[config.mk]
export PLATFORM = sky130hd
export DESIGN_NAME = synth_port_device_flat
export DESIGN_NICKNAME = d
export VERILOG_FILES = /design/src/common/synth_port_pkg.sv /design/src/common/synth_link_if.sv /design/src/rtl/synth_port_latches.sv /design/src/rtl/synth_port_device.sv /design/src/flat_wrapper.sv
export VERILOG_INCLUDE_DIRS = /design/src /design/src/common
export SDC_FILE = /design/constraint.sdc
export NUM_CORES = 1
export LEC_CHECK = 0
export BUFFER_PORTS_ARGS = -buffer_cell sky130_fd_sc_hd__buf_2
export CELL_PAD_IN_SITES_DETAIL_PLACEMENT = 1
export CELL_PAD_IN_SITES_GLOBAL_PLACEMENT = 2
export CORE_MARGIN = 1
export CORE_UTILIZATION = 50
export CTS_BUF_LIST = sky130_fd_sc_hd__clkbuf_8
export CTS_CLUSTER_SIZE = 40
export DETAILED_ROUTE_END_ITERATION = 6
export PLACE_DENSITY = 0.95
export SETUP_SLACK_MARGIN = 0.15
export SYNTH_ARGS = -nofsm -noshare
export SYNTH_HDL_FRONTEND = slang
export SYNTH_HIERARCHICAL = 1
export SYNTH_SLANG_ARGS = --single-unit
[constraint.sdc]
create_clock -name pclk -period 2.85 [get_ports pclk]
set_input_delay 0.285 -clock pclk [delete_from_list [all_inputs] [get_ports pclk]]
set_output_delay 0.285 -clock pclk [all_outputs]
set_load 0.005 [all_outputs]
[src/common/synth_port_cfg.svh]
`ifndef SYNTH_PORT_CFG_SVH
`define SYNTH_PORT_CFG_SVH
`define WORD_BITS        24
`define SEL_INT_FRAC     2'h0
`define SEL_REF_DIV      2'h1
`define SEL_CONTROL      2'h2
`define SEL_NOISE_SPUR   2'h3
`define FAST_LOCK_POS    23
`define WHOLE_HI         22
`define WHOLE_LO         14
`define NUMER_HI         13
`define NUMER_LO         2
`define MUX_SEL_HI       22
`define MUX_SEL_LO       20
`define REF_DIV_HI       17
`define REF_DIV_LO       14
`define DENOM_HI         13
`define DENOM_LO         2
`define DOUBLER_POS      2
`define WHOLE_MIN        9'h01f
`define WHOLE_MAX        9'h1ff
`define DENOM_MIN        12'h002
`define REF_DIV_MIN      4'h1
`define REF_DIV_MAX      4'hf
`define ADDR_CMD_WORD    32'h0000_0000
`define ADDR_CMD_GO      32'h0000_0004
`define ADDR_STATUS      32'h0000_0008
`define ADDR_DENOM       32'h0000_000c
`define ADDR_WHOLE       32'h0000_0010
`define ADDR_MUX         32'h0000_0014
`define SCLK_DIV         8'h04
`endif

[src/common/synth_port_pkg.sv]
package synth_port_pkg;
   typedef enum logic [1:0] {
      latch_int_frac,
      latch_ref_div,
      latch_control,
      latch_noise_spur
   } latch_sel_t;
   typedef enum logic [2:0] {
      mux_tristate,
      mux_dvdd,
      mux_dgnd,
      mux_ref_scaled,
      mux_rf_scaled,
      mux_lock_detect,
      mux_lock_alt,
      mux_reserved
   } mux_sel_t;
   typedef enum {
      host_idle,
      host_shift_low,
      host_shift_high,
      host_load_high,
      host_load_low
   } host_state_t;
endpackage

[src/common/synth_link_if.sv]
`timescale 1ns/1ps
interface synth_link_if;
   logic serial_clock;
   logic serial_data;
   logic load_strobe;
   logic test_mux_output;
   modport device (
      input  serial_clock,
      input  serial_data,
      input  load_strobe,
      output test_mux_output
   );
   modport host (
      output serial_clock,
      output serial_data,
      output load_strobe,
      input  test_mux_output
   );
endinterface

[src/rtl/synth_port_latches.sv]
`timescale 1ns/1ps
`include "synth_port_cfg.svh"
module synth_port_latches (
   input  wire logic                  pclk,
   input  wire logic                  presetn,
   input  wire logic                  load_pulse,
   input  wire logic [`WORD_BITS-1:0] word,
   output logic      [`WORD_BITS-1:0] int_frac_latch,
   output logic      [`WORD_BITS-1:0] ref_div_latch,
   output logic      [`WORD_BITS-1:0] control_latch,
   output logic      [`WORD_BITS-1:0] noise_spur_latch,
   output logic      [11:0]           active_denominator
);
   import synth_port_pkg::*;

   logic [`WORD_BITS-1:0] latch [4];
   logic [`WORD_BITS-1:0] next_latch [4];
   logic [11:0]           next_active_denominator;
   logic [1:0]            sel;

   // ==========================================================
   // Latch steering
   always_comb begin
      sel = word[1:0];
      next_active_denominator = active_denominator;
      for (int i = 0; i < 4; i++) begin
         next_latch[i] = latch[i];
      end
      if (load_pulse) begin
         next_latch[sel] = word;
         if (sel == `SEL_INT_FRAC) begin
            next_active_denominator = latch[`SEL_REF_DIV][`DENOM_HI:`DENOM_LO];
         end
      end
   end

   always_ff @(posedge pclk or negedge presetn) begin
      if (!presetn) begin
         for (int i = 0; i < 4; i++) begin
            latch[i] <= '0;
         end
         active_denominator <= 12'h002;
      end else begin
         for (int i = 0; i < 4; i++) begin
            latch[i] <= next_latch[i];
         end
         active_denominator <= next_active_denominator;
      end
   end

   assign int_frac_latch   = latch[`SEL_INT_FRAC];
   assign ref_div_latch    = latch[`SEL_REF_DIV];
   assign control_latch    = latch[`SEL_CONTROL];
   assign noise_spur_latch = latch[`SEL_NOISE_SPUR];
endmodule

[src/rtl/synth_port_device.sv]
`timescale 1ns/1ps
`include "synth_port_cfg.svh"
// How it works
// - shift data MSB first on clock rise
// - load strobe rise fills one latch
// - two low bits select latch
// - 00 int, 01 ref, 10 ctl, 11 noise
// - new denominator used after int write
// - host writes int after denominator
// - whole value 31 to 511
// - reference divider 1 to 15, doubler
// - denominator 2 to 4095
// - numerator below denominator
// - ratio is whole plus fraction
// - hold ref, whole, numerator, denominator
// - fast lock 23, whole 22:14, numerator 13:2
// - three bits pick mux output
// - lock detect high with low glitches
// - strobe high loads chosen latch
module synth_port_device (
   input  wire logic       pclk,
   input  wire logic       presetn,
   synth_link_if.device    link,
   input  wire logic       ref_tick,
   input  wire logic       rf_tick,
   input  wire logic       lock_in,
   output logic            fast_lock_bit,
   output logic [8:0]      whole_value,
   output logic [11:0]     numerator,
   output logic [11:0]     partial_denominator,
   output logic [3:0]      ref_divide,
   output logic            doubler,
   output logic            config_error
);
   import synth_port_pkg::*;

   logic [`WORD_BITS-1:0] shreg;
   logic [`WORD_BITS-1:0] next_shreg;
   logic                  sclk_q;
   logic                  load_q;
   logic                  load_pulse;
   logic [`WORD_BITS-1:0] int_frac_latch;
   logic [`WORD_BITS-1:0] ref_div_latch;
   logic [`WORD_BITS-1:0] control_latch;
   logic [`WORD_BITS-1:0] noise_spur_latch;
   logic [11:0]           active_den;
   logic [3:0]            ref_count;
   logic [3:0]            next_ref_count;
   logic                  ref_scaled;
   logic                  next_ref_scaled;
   logic                  rf_scaled;
   logic                  next_rf_scaled;
   logic                  mux_out;
   logic                  next_mux_out;
   logic                  next_error;
   mux_sel_t              mux_sel;

   // ==========================================================
   // Serial shift path
   always_comb begin
      next_shreg = shreg;
      if (link.serial_clock && !sclk_q) begin
         next_shreg = {shreg[`WORD_BITS-2:0], link.serial_data};
      end
   end

   assign load_pulse = link.load_strobe && !load_q;

   always_ff @(posedge pclk or negedge presetn) begin
      if (!presetn) begin
         shreg  <= '0;
         sclk_q <= 1'b0;
         load_q <= 1'b0;
      end else begin
         shreg  <= next_shreg;
         sclk_q <= link.serial_clock;
         load_q <= link.load_strobe;
      end
   end

   synth_port_latches u_latches (
      .pclk               (pclk),
      .presetn            (presetn),
      .load_pulse         (load_pulse),
      .word               (shreg),
      .int_frac_latch     (int_frac_latch),
      .ref_div_latch      (ref_div_latch),
      .control_latch      (control_latch),
      .noise_spur_latch   (noise_spur_latch),
      .active_denominator (active_den)
   );

   // ==========================================================
   // Dividers, mux and range check
   always_comb begin
      next_ref_count  = ref_count;
      next_ref_scaled = ref_scaled;
      next_rf_scaled  = rf_scaled;
      if (ref_tick) begin
         if (ref_count + 4'h1 >= ref_div_latch[`REF_DIV_HI:`REF_DIV_LO]) begin
            next_ref_count  = 4'h0;
            next_ref_scaled = !ref_scaled;
         end else begin
            next_ref_count = ref_count + 4'h1;
         end
      end
      if (rf_tick) begin
         next_rf_scaled = !rf_scaled;
      end
      mux_sel = mux_sel_t'(ref_div_latch[`MUX_SEL_HI:`MUX_SEL_LO]);
      case (mux_sel)
         mux_dvdd:        next_mux_out = 1'b1;
         mux_ref_scaled:  next_mux_out = ref_scaled;
         mux_rf_scaled:   next_mux_out = rf_scaled;
         mux_lock_detect: next_mux_out = lock_in;
         mux_lock_alt:    next_mux_out = lock_in;
         default:         next_mux_out = 1'b0;
      endcase
      next_error = (int_frac_latch[`WHOLE_HI:`WHOLE_LO] < `WHOLE_MIN)
                || (active_den < `DENOM_MIN)
                || (int_frac_latch[`NUMER_HI:`NUMER_LO] >= active_den)
                || (ref_div_latch[`REF_DIV_HI:`REF_DIV_LO] < `REF_DIV_MIN);
   end

   always_ff @(posedge pclk or negedge presetn) begin
      if (!presetn) begin
         ref_count           <= 4'h0;
         ref_scaled          <= 1'b0;
         rf_scaled           <= 1'b0;
         mux_out             <= 1'b0;
         config_error        <= 1'b0;
         fast_lock_bit       <= 1'b0;
         whole_value         <= 9'h000;
         numerator           <= 12'h000;
         partial_denominator <= 12'h002;
         ref_divide          <= 4'h0;
         doubler             <= 1'b0;
      end else begin
         ref_count    <= next_ref_count;
         ref_scaled   <= next_ref_scaled;
         rf_scaled    <= next_rf_scaled;
         mux_out      <= next_mux_out;
         config_error <= next_error;
         fast_lock_bit <= int_frac_latch[`FAST_LOCK_POS];
         whole_value   <= int_frac_latch[`WHOLE_HI:`WHOLE_LO];
         numerator     <= int_frac_latch[`NUMER_HI:`NUMER_LO];
         partial_denominator <= active_den;
         ref_divide          <= ref_div_latch[`REF_DIV_HI:`REF_DIV_LO];
         doubler             <= control_latch[`DOUBLER_POS];
      end
   end

   assign link.test_mux_output = mux_out;
endmodule

[src/flat_wrapper.sv]
// flat-port wrapper written by rule: the top's interface ports become plain ports
module synth_port_device_flat import synth_port_pkg::*;
  (pclk, presetn, ref_tick, rf_tick, lock_in, fast_lock_bit, whole_value, numerator, partial_denominator, ref_divide, doubler, config_error, link_serial_clock, link_serial_data, link_load_strobe, link_test_mux_output);
  synth_link_if link_i ();
  input  wire logic pclk;
  input  wire logic presetn;
  input  wire logic ref_tick;
  input  wire logic rf_tick;
  input  wire logic lock_in;
  output logic fast_lock_bit;
  output logic [8:0] whole_value;
  output logic [11:0] numerator;
  output logic [11:0] partial_denominator;
  output logic [3:0] ref_divide;
  output logic doubler;
  output logic config_error;
  input wire logic [$bits(link_i.serial_clock)-1:0] link_serial_clock;
  input wire logic [$bits(link_i.serial_data)-1:0] link_serial_data;
  input wire logic [$bits(link_i.load_strobe)-1:0] link_load_strobe;
  output wire logic [$bits(link_i.test_mux_output)-1:0] link_test_mux_output;
  assign link_i.serial_clock = link_serial_clock;
  assign link_i.serial_data = link_serial_data;
  assign link_i.load_strobe = link_load_strobe;
  assign link_test_mux_output = link_i.test_mux_output;
  synth_port_device u_core (.pclk(pclk), .presetn(presetn), .link(link_i), .ref_tick(ref_tick), .rf_tick(rf_tick), .lock_in(lock_in), .fast_lock_bit(fast_lock_bit), .whole_value(whole_value), .numerator(numerator), .partial_denominator(partial_denominator), .ref_divide(ref_divide), .doubler(doubler), .config_error(config_error));
endmodule
Word-level counts from Yosys, hierarchy flattened
Index checks and enable logic that the tools add are counted.
Cells by class
  bitwise gates (word level): 1
  add/sub/neg operators: 1
  reduce and logical (&&, ||, !) cells: 14
  equality and inequality tests: 5
  mux-type cells: 5
  $lt $le $gt $ge: 7
Operator list (number)
  96-bit bitwise mux: 1
  24-bit demux with 2-bit select: 1
  24-bit two-way mux: 1
  12-bit greater-or-equal comparator: 1
  12-bit by 2-bit less-than comparator with 1-bit output, second input constant: 1
  3-bit == test, second input constant: 3
  9-bit by 5-bit less-than comparator with 1-bit output, second input constant: 1
  4-bit by 1-bit adder with 4-bit output, second input constant: 1
  4-bit greater-or-equal comparator: 1
  1-bit logical NOT: 4
  4-bit by 1-bit less-than comparator with 1-bit output, second input constant: 1
  4-bit two-way mux: 1
  1-bit case mux with 4 select lines: 1
  2-bit AND reduction: 2
  3-bit by 1-bit == test with 1-bit output, second input constant: 1
  3-bit by 2-bit == test with 1-bit output, second input constant: 1
  3-bit greater-or-equal comparator, second input constant: 1
  1-bit logical AND: 3
  1-bit logical OR: 3
  3-bit by 1-bit less-than comparator with 1-bit output, second input constant: 1
  2-bit inverter with 3-bit output: 1
  2-bit logical NOT: 1
  2-bit OR reduction: 1
Word-level totals
  output and inout bits: 41
  flip-flop bits (word level): 181
  logic and storage cells: 52
  input bits: 8

Longest topological paths before layout
Gate-level depths: netlist of run 1.
  depth after elaboration: 6
  depth in mapped cells: 7
  mapped depth without buffers: 7

Cells and area by module
Netlist of run 1, hierarchy kept.
By module, submodules not included
  synth_port_latches: cells an instance 230, area an instance 4010.1 um^2, sequential area each 2703.8 um^2, times used 1
  synth_port_device: cells an instance 192, area an instance 2768.9 um^2, sequential area each 1828.0 um^2, times used 1

Least setup slack after synthesis of run 1
Ideal clock, no wire load.
  path type: reg2reg
  start: reg u_core.ref_count[0]
  end: reg u_core.ref_scaled
  data required time: 2.724 ns
  data arrival time: 1.712 ns
  library setup time: 0.126 ns
  clock period less this slack: 1.838 ns
  cell stages (with the launch flop): 8
  path buffers: 0
  path slack: 1.012 ns
  cells stage by stage: dfrtp_1 ha_1 xor2_1 ha_1 or2_2 a21oi_2 nor3b_1 xnor2_1
Between the ends
  cells in the longest elaborated chain, start to end: 3
RTL lines
  start: declaration: line synth_port_device.sv:47  | logic [3:0] ref_count;
  start signal: assignment: line synth_port_device.sv:139  | ref_count <= next_ref_count;
  4-bit by 1-bit adder with 4-bit output: line synth_port_device.sv:100  | if (ref_count + 4'h1 >= ref_div_latch[`REF_DIV_HI:`REF_DIV_LO]) begin
  4-bit greater-or-equal comparator: line synth_port_device.sv:100
  2-bit AND reduction (no source line)
  end signal: assignment: line synth_port_device.sv:140  | ref_scaled <= next_ref_scaled;
  end: declaration: line synth_port_device.sv:49  | logic ref_scaled;
Every way passes these cells.
A chain may end at the register's enable or synchronous reset.

Final worst setup path of run 1
Ends and elaborated chain as after synthesis.

==> flow_metrics.tcl, run 1 <==
set metrics [dict create \
    worstPathArrival_ns 2.32 \
    cts_tree "built" \
    dr.pass1.iters 4 \
    antenna_cells 0 \
    max_freq_mhz 498.2 \
    clock_path_buffers 2 \
    antenna_found_initial 0 \
    synthCells 309 \
    synth.avg_cell_area_um2 15.61 \
    grt_pass1_vias 2853 \
    drt_wl_total_mm 9.061 \
    rsz0062_at_grt "false" \
    die_w_um 100.2 \
    grt-ovfl-total 0 \
    ctsHoldBuffers 3 \
    die_height_um 100.2 \
    portBuffers 48 \
    worstPathMaxFanout 5 \
    die_area_um2 10050 \
    ctsResizeCount 0 \
    nFillCells 910 \
    final.min_clock_period_ns 2.007 \
    avgRoutedWirePerCell_um 17.56 \
    p_per_area_nw_per_um2 942.4 \
    cts-root-buf "clkbuf_8" \
    clock_skew_ns 0.01096 \
    core_area_um2 9284 \
    dpl_worst_slack_ns 0.8654 \
    final.period_utilization 0.7043 \
    worstSetupStartpointType "flop" \
    ir_drop_mv 0.3923 \
    hold_viol 0 \
    crit_type "reg2reg" \
    drtAntennaViolNets 0 \
    grt_pass1_wl_mm 15.34 \
    vias 2619 \
    ys.warnings.count 6 \
    pin_count 49 \
    cts.sinks 127 \
    syn_area_um2 4825 \
    status "completed" \
    clk_latency_ns 0.43 \
    nets 399 \
    p_leak_nw 2.792 \
    start_util 0.5197 \
    clk_pin_slew_ns 0.08 \
    final_cells 516 \
    placementRows 35 \
    gp_congestion 0.7452 \
    relSlewSlack 0.4188 \
    grtUsageTotal 0.2072 \
    via_per_inst 5.076 \
    cap_violations 0 \
    grt_max_degree 73 \
    crit_required_ns 3.16 \
    cts_setup_buffers 0 \
    hold_path.class "in2reg" \
    cts.htree.levels 4 \
    worst_slew_pin_slew_ns 0.8717 \
    maxSlewViolCount 0 \
    dp_hpwl_mm 5.883 \
    synthToLayoutAreaGrowth_pct 15.90 \
    cts_buffers 17 \
    drt_iter0_markers 87 \
    worstHoldPathCells 2 \
    reg2regPathDepth 7 \
    worst_slack_ns 0.8427 \
    syn-num-nets 334 \
    setup_tns_ns 0 \
    dp.cells 481 \
    drcViolationCount 0 \
    endpoint_kind "flop" \
    drive_gt1_frac 0.4444 \
    setup_viol 0 \
]
## layout make-up
| type | count | area [um^2] | area share |
|---|---|---|---|
| clock buffer | 18 | 247.7 | 0.04431 |
| timing repair buffer | 56 | 310.3 | 0.05549 |
| sequential | 127 | 3181 | 0.5688 |
| multi-input combinational | 153 | 1501 | 0.2685 |
| tap | 129 | 161.4 | 0.02887 |
| clock inverter | 14 | 118.9 | 0.02126 |
| inverter | 19 | 71.32 | 0.01275 |
## stage by stage
stage                 util  hold slack [ns]  area, um^2  power (mW)
detailed placement  0.5596           0.3582        5195       3.876
CTS                 0.6023         0.007348        5592       5.340
global placement    0.5596           0.3593        5195       3.746
global route        0.6023          0.02930        5592       5.594
finish              0.6023          0.03227        5592       5.270
floorplan                -         -0.01059        4825       3.352
## critical path, cell delays in order, from the launching register on
cell     delay, ns
dfrtp_1       0.43
ha_1          0.25
xor2_1        0.17
ha_1          0.27
or2_2         0.29
a21oi_2       0.25
nor3b_1       0.10
xnor2_1       0.15
## layout by cell type, fill, tap and decap left out, types with 2 or more instances in the layout
cell type / n
dfrtp_1: 125
mux2_2: 77
buf_2: 47
inv_1: 19
clkbuf_8: 18
ha_1: 17
o21ai_0: 8
buf_4: 6
clkinv_2: 5
clkinvlp_4: 5
a21oi_1: 5
nand2_1: 4
nor2b_1: 4
nor4_1: 4
dlygate4sd3_1: 3
nor2_1: 3
and3_1: 3
clkinv_4: 2
xor2_1: 2
xnor2_1: 2
nand4_1: 2
o211ai_1: 2
dfstp_2: 2
mux2_1: 2
nand3b_2: 2
## report_power, final
group          internal [mW]  switching, mW
Sequential              2.32          0.384
Combinational          0.622          0.525
Clock                  0.707          0.707
## registers in the layout, indices dropped and copies added (netlist names), 4 cells and up
| signal | count |
|---|---|
| u_core/u_latches/active_denominator | 12 |
| u_core/ref_count | 4 |
| u_core/shreg | 24 |
| u_core/u_latches/int_frac_latch | 22 |
| u_core/ref_divide | 4 |
| u_core/u_latches/ref_div_latch | 19 |
| u_core/partial_denominator | 12 |
| u_core/numerator | 12 |
| u_core/whole_value | 9 |
## worst paths after layout
path / startpoint / endpoint / slack (ns)
max reg2reg: u_core/ref_count[0] / u_core/ref_scaled / 0.84
min reg2reg: u_core/u_latches/control_latch[2] / u_core/doubler / 0.37
min in group asynchronous: presetn / u_core/ref_count[2] / 0.52
max in group asynchronous: presetn / u_core/partial_denominator[1] / 1.48
max: u_core/ref_count[0] / u_core/ref_scaled / 0.84
min: rf_tick / u_core/rf_scaled / 0.03
## layer usage
| layer | track usage | vias up | routed length (um) |
|---|---|---|---|
| li1 | - | 1203 | - |
| met2 | 0.3467 | 40 | 4803 |
| met5 | 0 | - | 0 |
| met4 | 0.08584 | 0 | 126 |
| met3 | 0.04387 | 11 | 239 |
| met1 | 0.2634 | 1365 | 3891 |
No activity file was read; power rests on OpenSTA's default activity.
==> run 2: changes to the inputs <==
--- a/config.mk
+++ b/config.mk
@@ -6,15 +6,16 @@
 export SDC_FILE = /design/constraint.sdc
 export NUM_CORES = 1
 export LEC_CHECK = 0
+export ABC_AREA = 1
 export BUFFER_PORTS_ARGS = -buffer_cell sky130_fd_sc_hd__buf_2
 export CELL_PAD_IN_SITES_DETAIL_PLACEMENT = 1
 export CELL_PAD_IN_SITES_GLOBAL_PLACEMENT = 2
 export CORE_MARGIN = 1
-export CORE_UTILIZATION = 50
+export CORE_UTILIZATION = 41
 export CTS_BUF_LIST = sky130_fd_sc_hd__clkbuf_8
 export CTS_CLUSTER_SIZE = 40
 export DETAILED_ROUTE_END_ITERATION = 6
-export PLACE_DENSITY = 0.95
+export PLACE_DENSITY = 0.92
 export SETUP_SLACK_MARGIN = 0.15
 export SYNTH_ARGS = -nofsm -noshare
 export SYNTH_HDL_FRONTEND = slang
==> constraint.sdc (replaced) <==
create_clock -name pclk -period 1.98 [get_ports pclk]
set_input_delay 0.198 -clock pclk [delete_from_list [all_inputs] [get_ports pclk]]
set_output_delay 0.198 -clock pclk [all_outputs]
set_load 0.005 [all_outputs]
==> flow_metrics.tcl, run 2 <==
set metrics [dict create \
    dp_hpwl_mm 7.536 \
    pin_count 49 \
    placementRows 40 \
    p_leak_nw 3.256 \
    r2r_end "u_core/ref_count[2]" \
    relSlewSlack 0.7036 \
    seqCellArea_um2 3181 \
    antenna_cells 0 \
    crit_family "adder cells" \
    crit_path_max_incr_delay_ns 0.43 \
    setup_tns_ns 0 \
    worstPathArrival_ns 2.11 \
    p_per_area_nw_per_um2 1324 \
    swShare 0.3183 \
    drt_iter0_markers 141 \
    syn-num-nets 498 \
    r2r_slack_ns 0.21 \
    max_freq_mhz 564.5 \
    drcViolationCount 0 \
    worst_slack_ns 0.2084 \
    worstPathMaxFanout 6 \
    clk_latency_ns 0.43 \
    dpl_worst_slack_ns 0.07014 \
    cts-root-buf "clkbuf_8" \
    p_comb_frac 0.236 \
    grt_pass1_vias 3859 \
    final.min_clock_period_ns 1.772 \
    synthCells 473 \
    drt_wl_total_mm 11.23 \
    endpoint_kind "flop" \
    drive_gt1_frac 0.2294 \
    setup_viol 0 \
    gp_congestion 0.6999 \
    start_util 0.4211 \
    clock_power_share 0.282 \
    rsz0062_at_grt "false" \
    nFillCells 1343 \
    final.period_utilization 0.8947 \
    dr.pass1.iters 4 \
    ys.warnings.count 6 \
    avgRoutedWirePerCell_um 16.22 \
    cp_num_cells 8 \
    cts.htree.levels 4 \
    ir_drop_mv 0.3843 \
    reg2reg_from "u_core/ref_count[0]" \
    cp-endpoint "u_core/ref_count[2]" \
    worstSetupStartpoint "u_core/ref_count[0]" \
    largest_register_ffs 24 \
    hold_path.class "in2reg" \
    via_per_inst 5.045 \
    antenna_found_initial 0 \
    cts_buffers 17 \
    nets 559 \
    clock_path_buffers 2 \
    clk_pin_slew_ns 0.07 \
    reg2regPathDepth 8 \
    final_common_cell "nand2_1" \
    path_common_cell "nand2_1" \
    worstHoldPathCells 3 \
    cts.sinks 127 \
    top_register "u_core/shreg" \
    cap_violations 0 \
    crit_slowest_cell "dfrtp_1" \
    synth.avg_cell_area_um2 10.69 \
    worst_slew_pin_slew_ns 0.4445 \
    crit_type "reg2reg" \
    critical_path_buf_inv_count 1 \
    syn_area_um2 5059 \
    die_height_um 113.1 \
    crit_required_ns 2.32 \
    synthToLayoutAreaGrowth_pct 17.81 \
    grt_max_degree 80 \
    intPower_mw 5.379 \
    worstSetupStartpointType "flop" \
    final_cell_mix "nand2_1 (147), dfrtp_1 (125), buf_2 (47)" \
    grt-ovfl-total 0 \
    die_w_um 113.1 \
    multiInputGateArea_um2 1662 \
    clock_skew_ns 0.009817 \
    core_area_um2 12010 \
    status "completed" \
    grtUsageTotal 0.1931 \
    vias 3491 \
    crit_chain "ha_2 > xor2_2 > ha_1 > nand2_1 > inv_2 > nand2_1 > nand3_4 > o21ai_1" \
    maxSlewViolCount 0 \
    die_area_um2 12790 \
    cts_tree "built" \
    switchingPower_mw 2.512 \
    drtAntennaViolNets 0 \
    pwr-share-seq 0.482 \
    hold_viol 0 \
    grt_pass1_wl_mm 18.93 \
    portBuffers 48 \
]
run 2: worst reg2reg max path, cell delays in order (launching register included):
cell and delay [ns]:
dfrtp_1 0.43, ha_2 0.21, xor2_2 0.18, ha_1 0.29, nand2_1 0.11, inv_2 0.06
nand2_1 0.10, nand3_4 0.12, o21ai_1 0.18
run 2: cell type report:
class | count | area share
multi-input combinational | 289 | 0.2788
inverter | 33 | 0.02079
clock buffer | 18 | 0.04157
timing repair buffer | 66 | 0.06970
tap | 147 | 0.03086
sequential | 127 | 0.5337
clock inverter | 12 | 0.02456
run 2: worst min-delay path by stage:
stage	end	from
detailed placement	u_core/ref_scaled	presetn
CTS	u_core/ref_count[3]	ref_tick
finish	u_core/ref_count[3]	ref_tick
global placement	u_core/ref_scaled	presetn
floorplan	u_core/config_error	presetn
global route	u_core/ref_scaled	ref_tick
run 2: per-layer routing:
layer | wire length [um] | vias to the layer above | GRT usage
li1 | - | 1652 | -
met1 | 5001 | 1767 | 0.2390
met2 | 5737 | 56 | 0.3301
met3 | 294 | 16 | 0.04339
met4 | 193 | 0 | 0.07456
met5 | 0 | - | 0
run 2: through the flow:
| stage | utilization | hold WS, ns | cells | cell area [um^2] | power, mW |
|---|---|---|---|---|---|
| floorplan | - | -0.09759 | 473 | 5059 | 4.904 |
| global placement | 0.4560 | 0.2106 | 656 | 5478 | 5.516 |
| detailed placement | 0.4560 | 0.2173 | 656 | 5478 | 5.682 |
| CTS | 0.4941 | 0.05042 | 692 | 5934 | 7.967 |
| global route | 0.4961 | 0.07771 | 692 | 5959 | 8.455 |
| finish | 0.4961 | 0.07437 | 692 | 5959 | 7.891 |
run 2: power by group through the flow:
stage,logic [mW],clock network (mW),registers (mW)
floorplan,1.19,0,3.72
global placement,1.71,0,3.80
detailed placement,1.83,0,3.85
CTS,1.87,2.28,3.81
global route,2.16,2.40,3.90
finish,1.86,2.23,3.80
run 2: timing repair:
action,in CTS,in global routing
hold endpoints to repair,129,0
hold buffers,5,0
setup endpoints to repair,5,5
buffers inserted,1,0
pin swaps,0,2
resized for setup,2,6
==> run 3: changes to the inputs <==
--- a/config.mk
+++ b/config.mk
@@ -12,7 +12,7 @@
 export CELL_PAD_IN_SITES_GLOBAL_PLACEMENT = 2
 export CORE_MARGIN = 1
 export CORE_UTILIZATION = 41
-export CTS_BUF_LIST = sky130_fd_sc_hd__clkbuf_8
+export CTS_BUF_LIST = sky130_fd_sc_hd__clkbuf_4
 export CTS_CLUSTER_SIZE = 40
 export DETAILED_ROUTE_END_ITERATION = 6
 export PLACE_DENSITY = 0.92
==> flow_metrics.tcl, run 3 (synthesis results as in run 2) <==
set metrics [dict create \
    worstPathMaxFanout 6 \
    grt_pass1_vias 3861 \
    crit_family "adder cells" \
    ir_drop_mv 0.3994 \
    hold_viol 0 \
    cts-root-buf "clkbuf_4" \
    gp_congestion 0.6999 \
    relSlewSlack 0.7049 \
    dp_hpwl_mm 7.536 \
    antenna_found_initial 0 \
    crit_required_ns 2.42 \
    cts.htree.levels 4 \
    final_common_cell "nand2_1" \
    p_comb_frac 0.254 \
    setup_tns_ns 0 \
    nFillCells 1361 \
    final_area_um2 5879 \
    pwr-share-seq 0.506 \
    via_per_inst 5.045 \
    clk_pin_slew_ns 0.11 \
    die_area_um2 12790 \
    drt_iter0_markers 178 \
    crit_chain "ha_2 > xor2_2 > ha_1 > nand2_2 > inv_2 > nand3_2 > nand3_4 > nand2_2 > nand2_2 > nand2_1" \
    nets 559 \
    final_cell_mix "nand2_1 (144), dfrtp_1 (125), buf_2 (47)" \
    rsz0062_at_grt "true" \
    global_route.usage.met3 0.04660 \
    worstPathArrival_ns 2.20 \
    status "completed" \
    grt_max_degree 80 \
    grtUsageTotal 0.1960 \
    final.period_utilization 0.8880 \
    cap_violations 0 \
    grtUsageMet2 0.3333 \
    fin_hold_ws_ns 0.08621 \
    setup_viol 0 \
    intPower_mw 5.000 \
    top_register "u_core/shreg" \
    grt_pass1_wl_mm 19.04 \
    hold_path.class "in2reg" \
    crit_slowest_cell "dfrtp_1" \
    crit_type "reg2reg" \
    maxSlewViolCount 0 \
    dr.pass1.iters 4 \
    met1_usage 0.2367 \
    avgRoutedWirePerCell_um 16.39 \
    drive_gt1_frac 0.2385 \
    clock_power_share 0.239 \
    p_per_area_nw_per_um2 1275 \
    drcViolationCount 0 \
    worstSetupStartpointType "flop" \
    die_height_um 113.1 \
    final_core_util 0.4895 \
    crit_path_max_incr_delay_ns 0.45 \
    portBuffers 48 \
    cts_tree "built" \
    drt_wl_total_mm 11.36 \
    die_w_um 113.1 \
    cts.sinks 127 \
    clk_latency_ns 0.54 \
    start_util 0.4211 \
    critical_path_buf_inv_count 1 \
    clock_skew_ns 0.01582 \
    clock_path_buffers 2 \
    dpl_cell_area_um2 5478 \
    swShare 0.3332 \
    placementRows 40 \
    worst_slew_pin_slew_ns 0.4423 \
    endpoint_kind "flop" \
    largest_register_ffs 24 \
    drtAntennaViolNets 0 \
    max_freq_mhz 568.8 \
    grt-ovfl-total 0 \
    vias 3496 \
    cts_buffers 17 \
    final.min_clock_period_ns 1.758 \
    path_common_cell "nand2_2" \
    p_leak_nw 3.208 \
    busiest_layer "met2" \
    core_area_um2 12010 \
    synthToLayoutAreaGrowth_pct 16.23 \
    switchingPower_mw 2.499 \
    pin_count 49 \
    cts_setup_buffers 0 \
]
[run 3: changes by cell type in the layout (fill, tap and decap cells not counted), sizes merged]
cell / delta
inv: -1
clkinv: +1
buf: -1
dlygate4sd3: +1
diode: +1
[run 3: layout make-up]
cell class,instances,area [um^2],area share
clock inverters,12,146.4,0.02490
diodes,1,2.502,0.0004256
multi-input cells,289,1689,0.2873
clock buffers,18,135.1,0.02298
flip-flops and latches,127,3181,0.5410
well taps,147,183.9,0.03128
repair buffers,66,417.9,0.07108
inverters,33,123.9,0.02107
[run 3: worst min-delay path, delay by kind of cell]
family          cells  cell delay [ns]
buf+inv             2             0.16
compound gates      1             0.09
simple gates        2             0.13
[run 3: final timing paths]
kind	start	to	slack (ns)	cells after the start
worst max-delay path	u_core/ref_count[0]	u_core/ref_scaled	0.22	10
worst min-delay path	lock_in	u_core/link.test_mux_output	0.09	5
worst max register to register	u_core/ref_count[0]	u_core/ref_scaled	0.22	10
worst min register to register	u_core/u_latches/active_denominator[1]	u_core/partial_denominator[1]	0.38	0
max in group asynchronous	presetn	u_core/u_latches/active_denominator[1]	1.37	3
min in group asynchronous	presetn	u_core/ref_scaled	0.19	3
[run 3: repair_timing]
action | 4_1_cts | 5_1_grt
resized for setup | 3 | 11
pin swaps | 0 | 3
endpoints found under the hold margin | 134 | 0
hold buffers | 6 | 0
setup endpoints to repair | 3 | 5
[run 3: power groups by stage]
| stage | combinational, mW | sequential [mW] | clock (mW) |
|---|---|---|---|
| finish | 1.91 | 3.80 | 1.79 |
| global route | 2.19 | 3.90 | 1.95 |
| CTS | 1.89 | 3.80 | 1.84 |
| detailed placement | 1.83 | 3.85 | 0 |
| global placement | 1.71 | 3.80 | 0 |
| floorplan | 1.19 | 3.72 | 0 |
[run 3: metal layers]
layer / share of wire / wire length [um] / up-vias
met5: 0 / 0 / -
met3: 0.029 / 333 / 24
met1: 0.44 / 5015 / 1742
li1: - / - / 1665
met2: 0.51 / 5747 / 65
met4: 0.023 / 264 / 0
[run 3: stage by stage]
stage               std cells  total power, mW  setup slack, ns
floorplan                 473            4.904           0.3841
global placement          656            5.516           0.3167
detailed placement        656            5.682          0.07014
CTS                       692            7.536           0.1726
global route              692            8.042           0.1617
finish                    693            7.499           0.2218
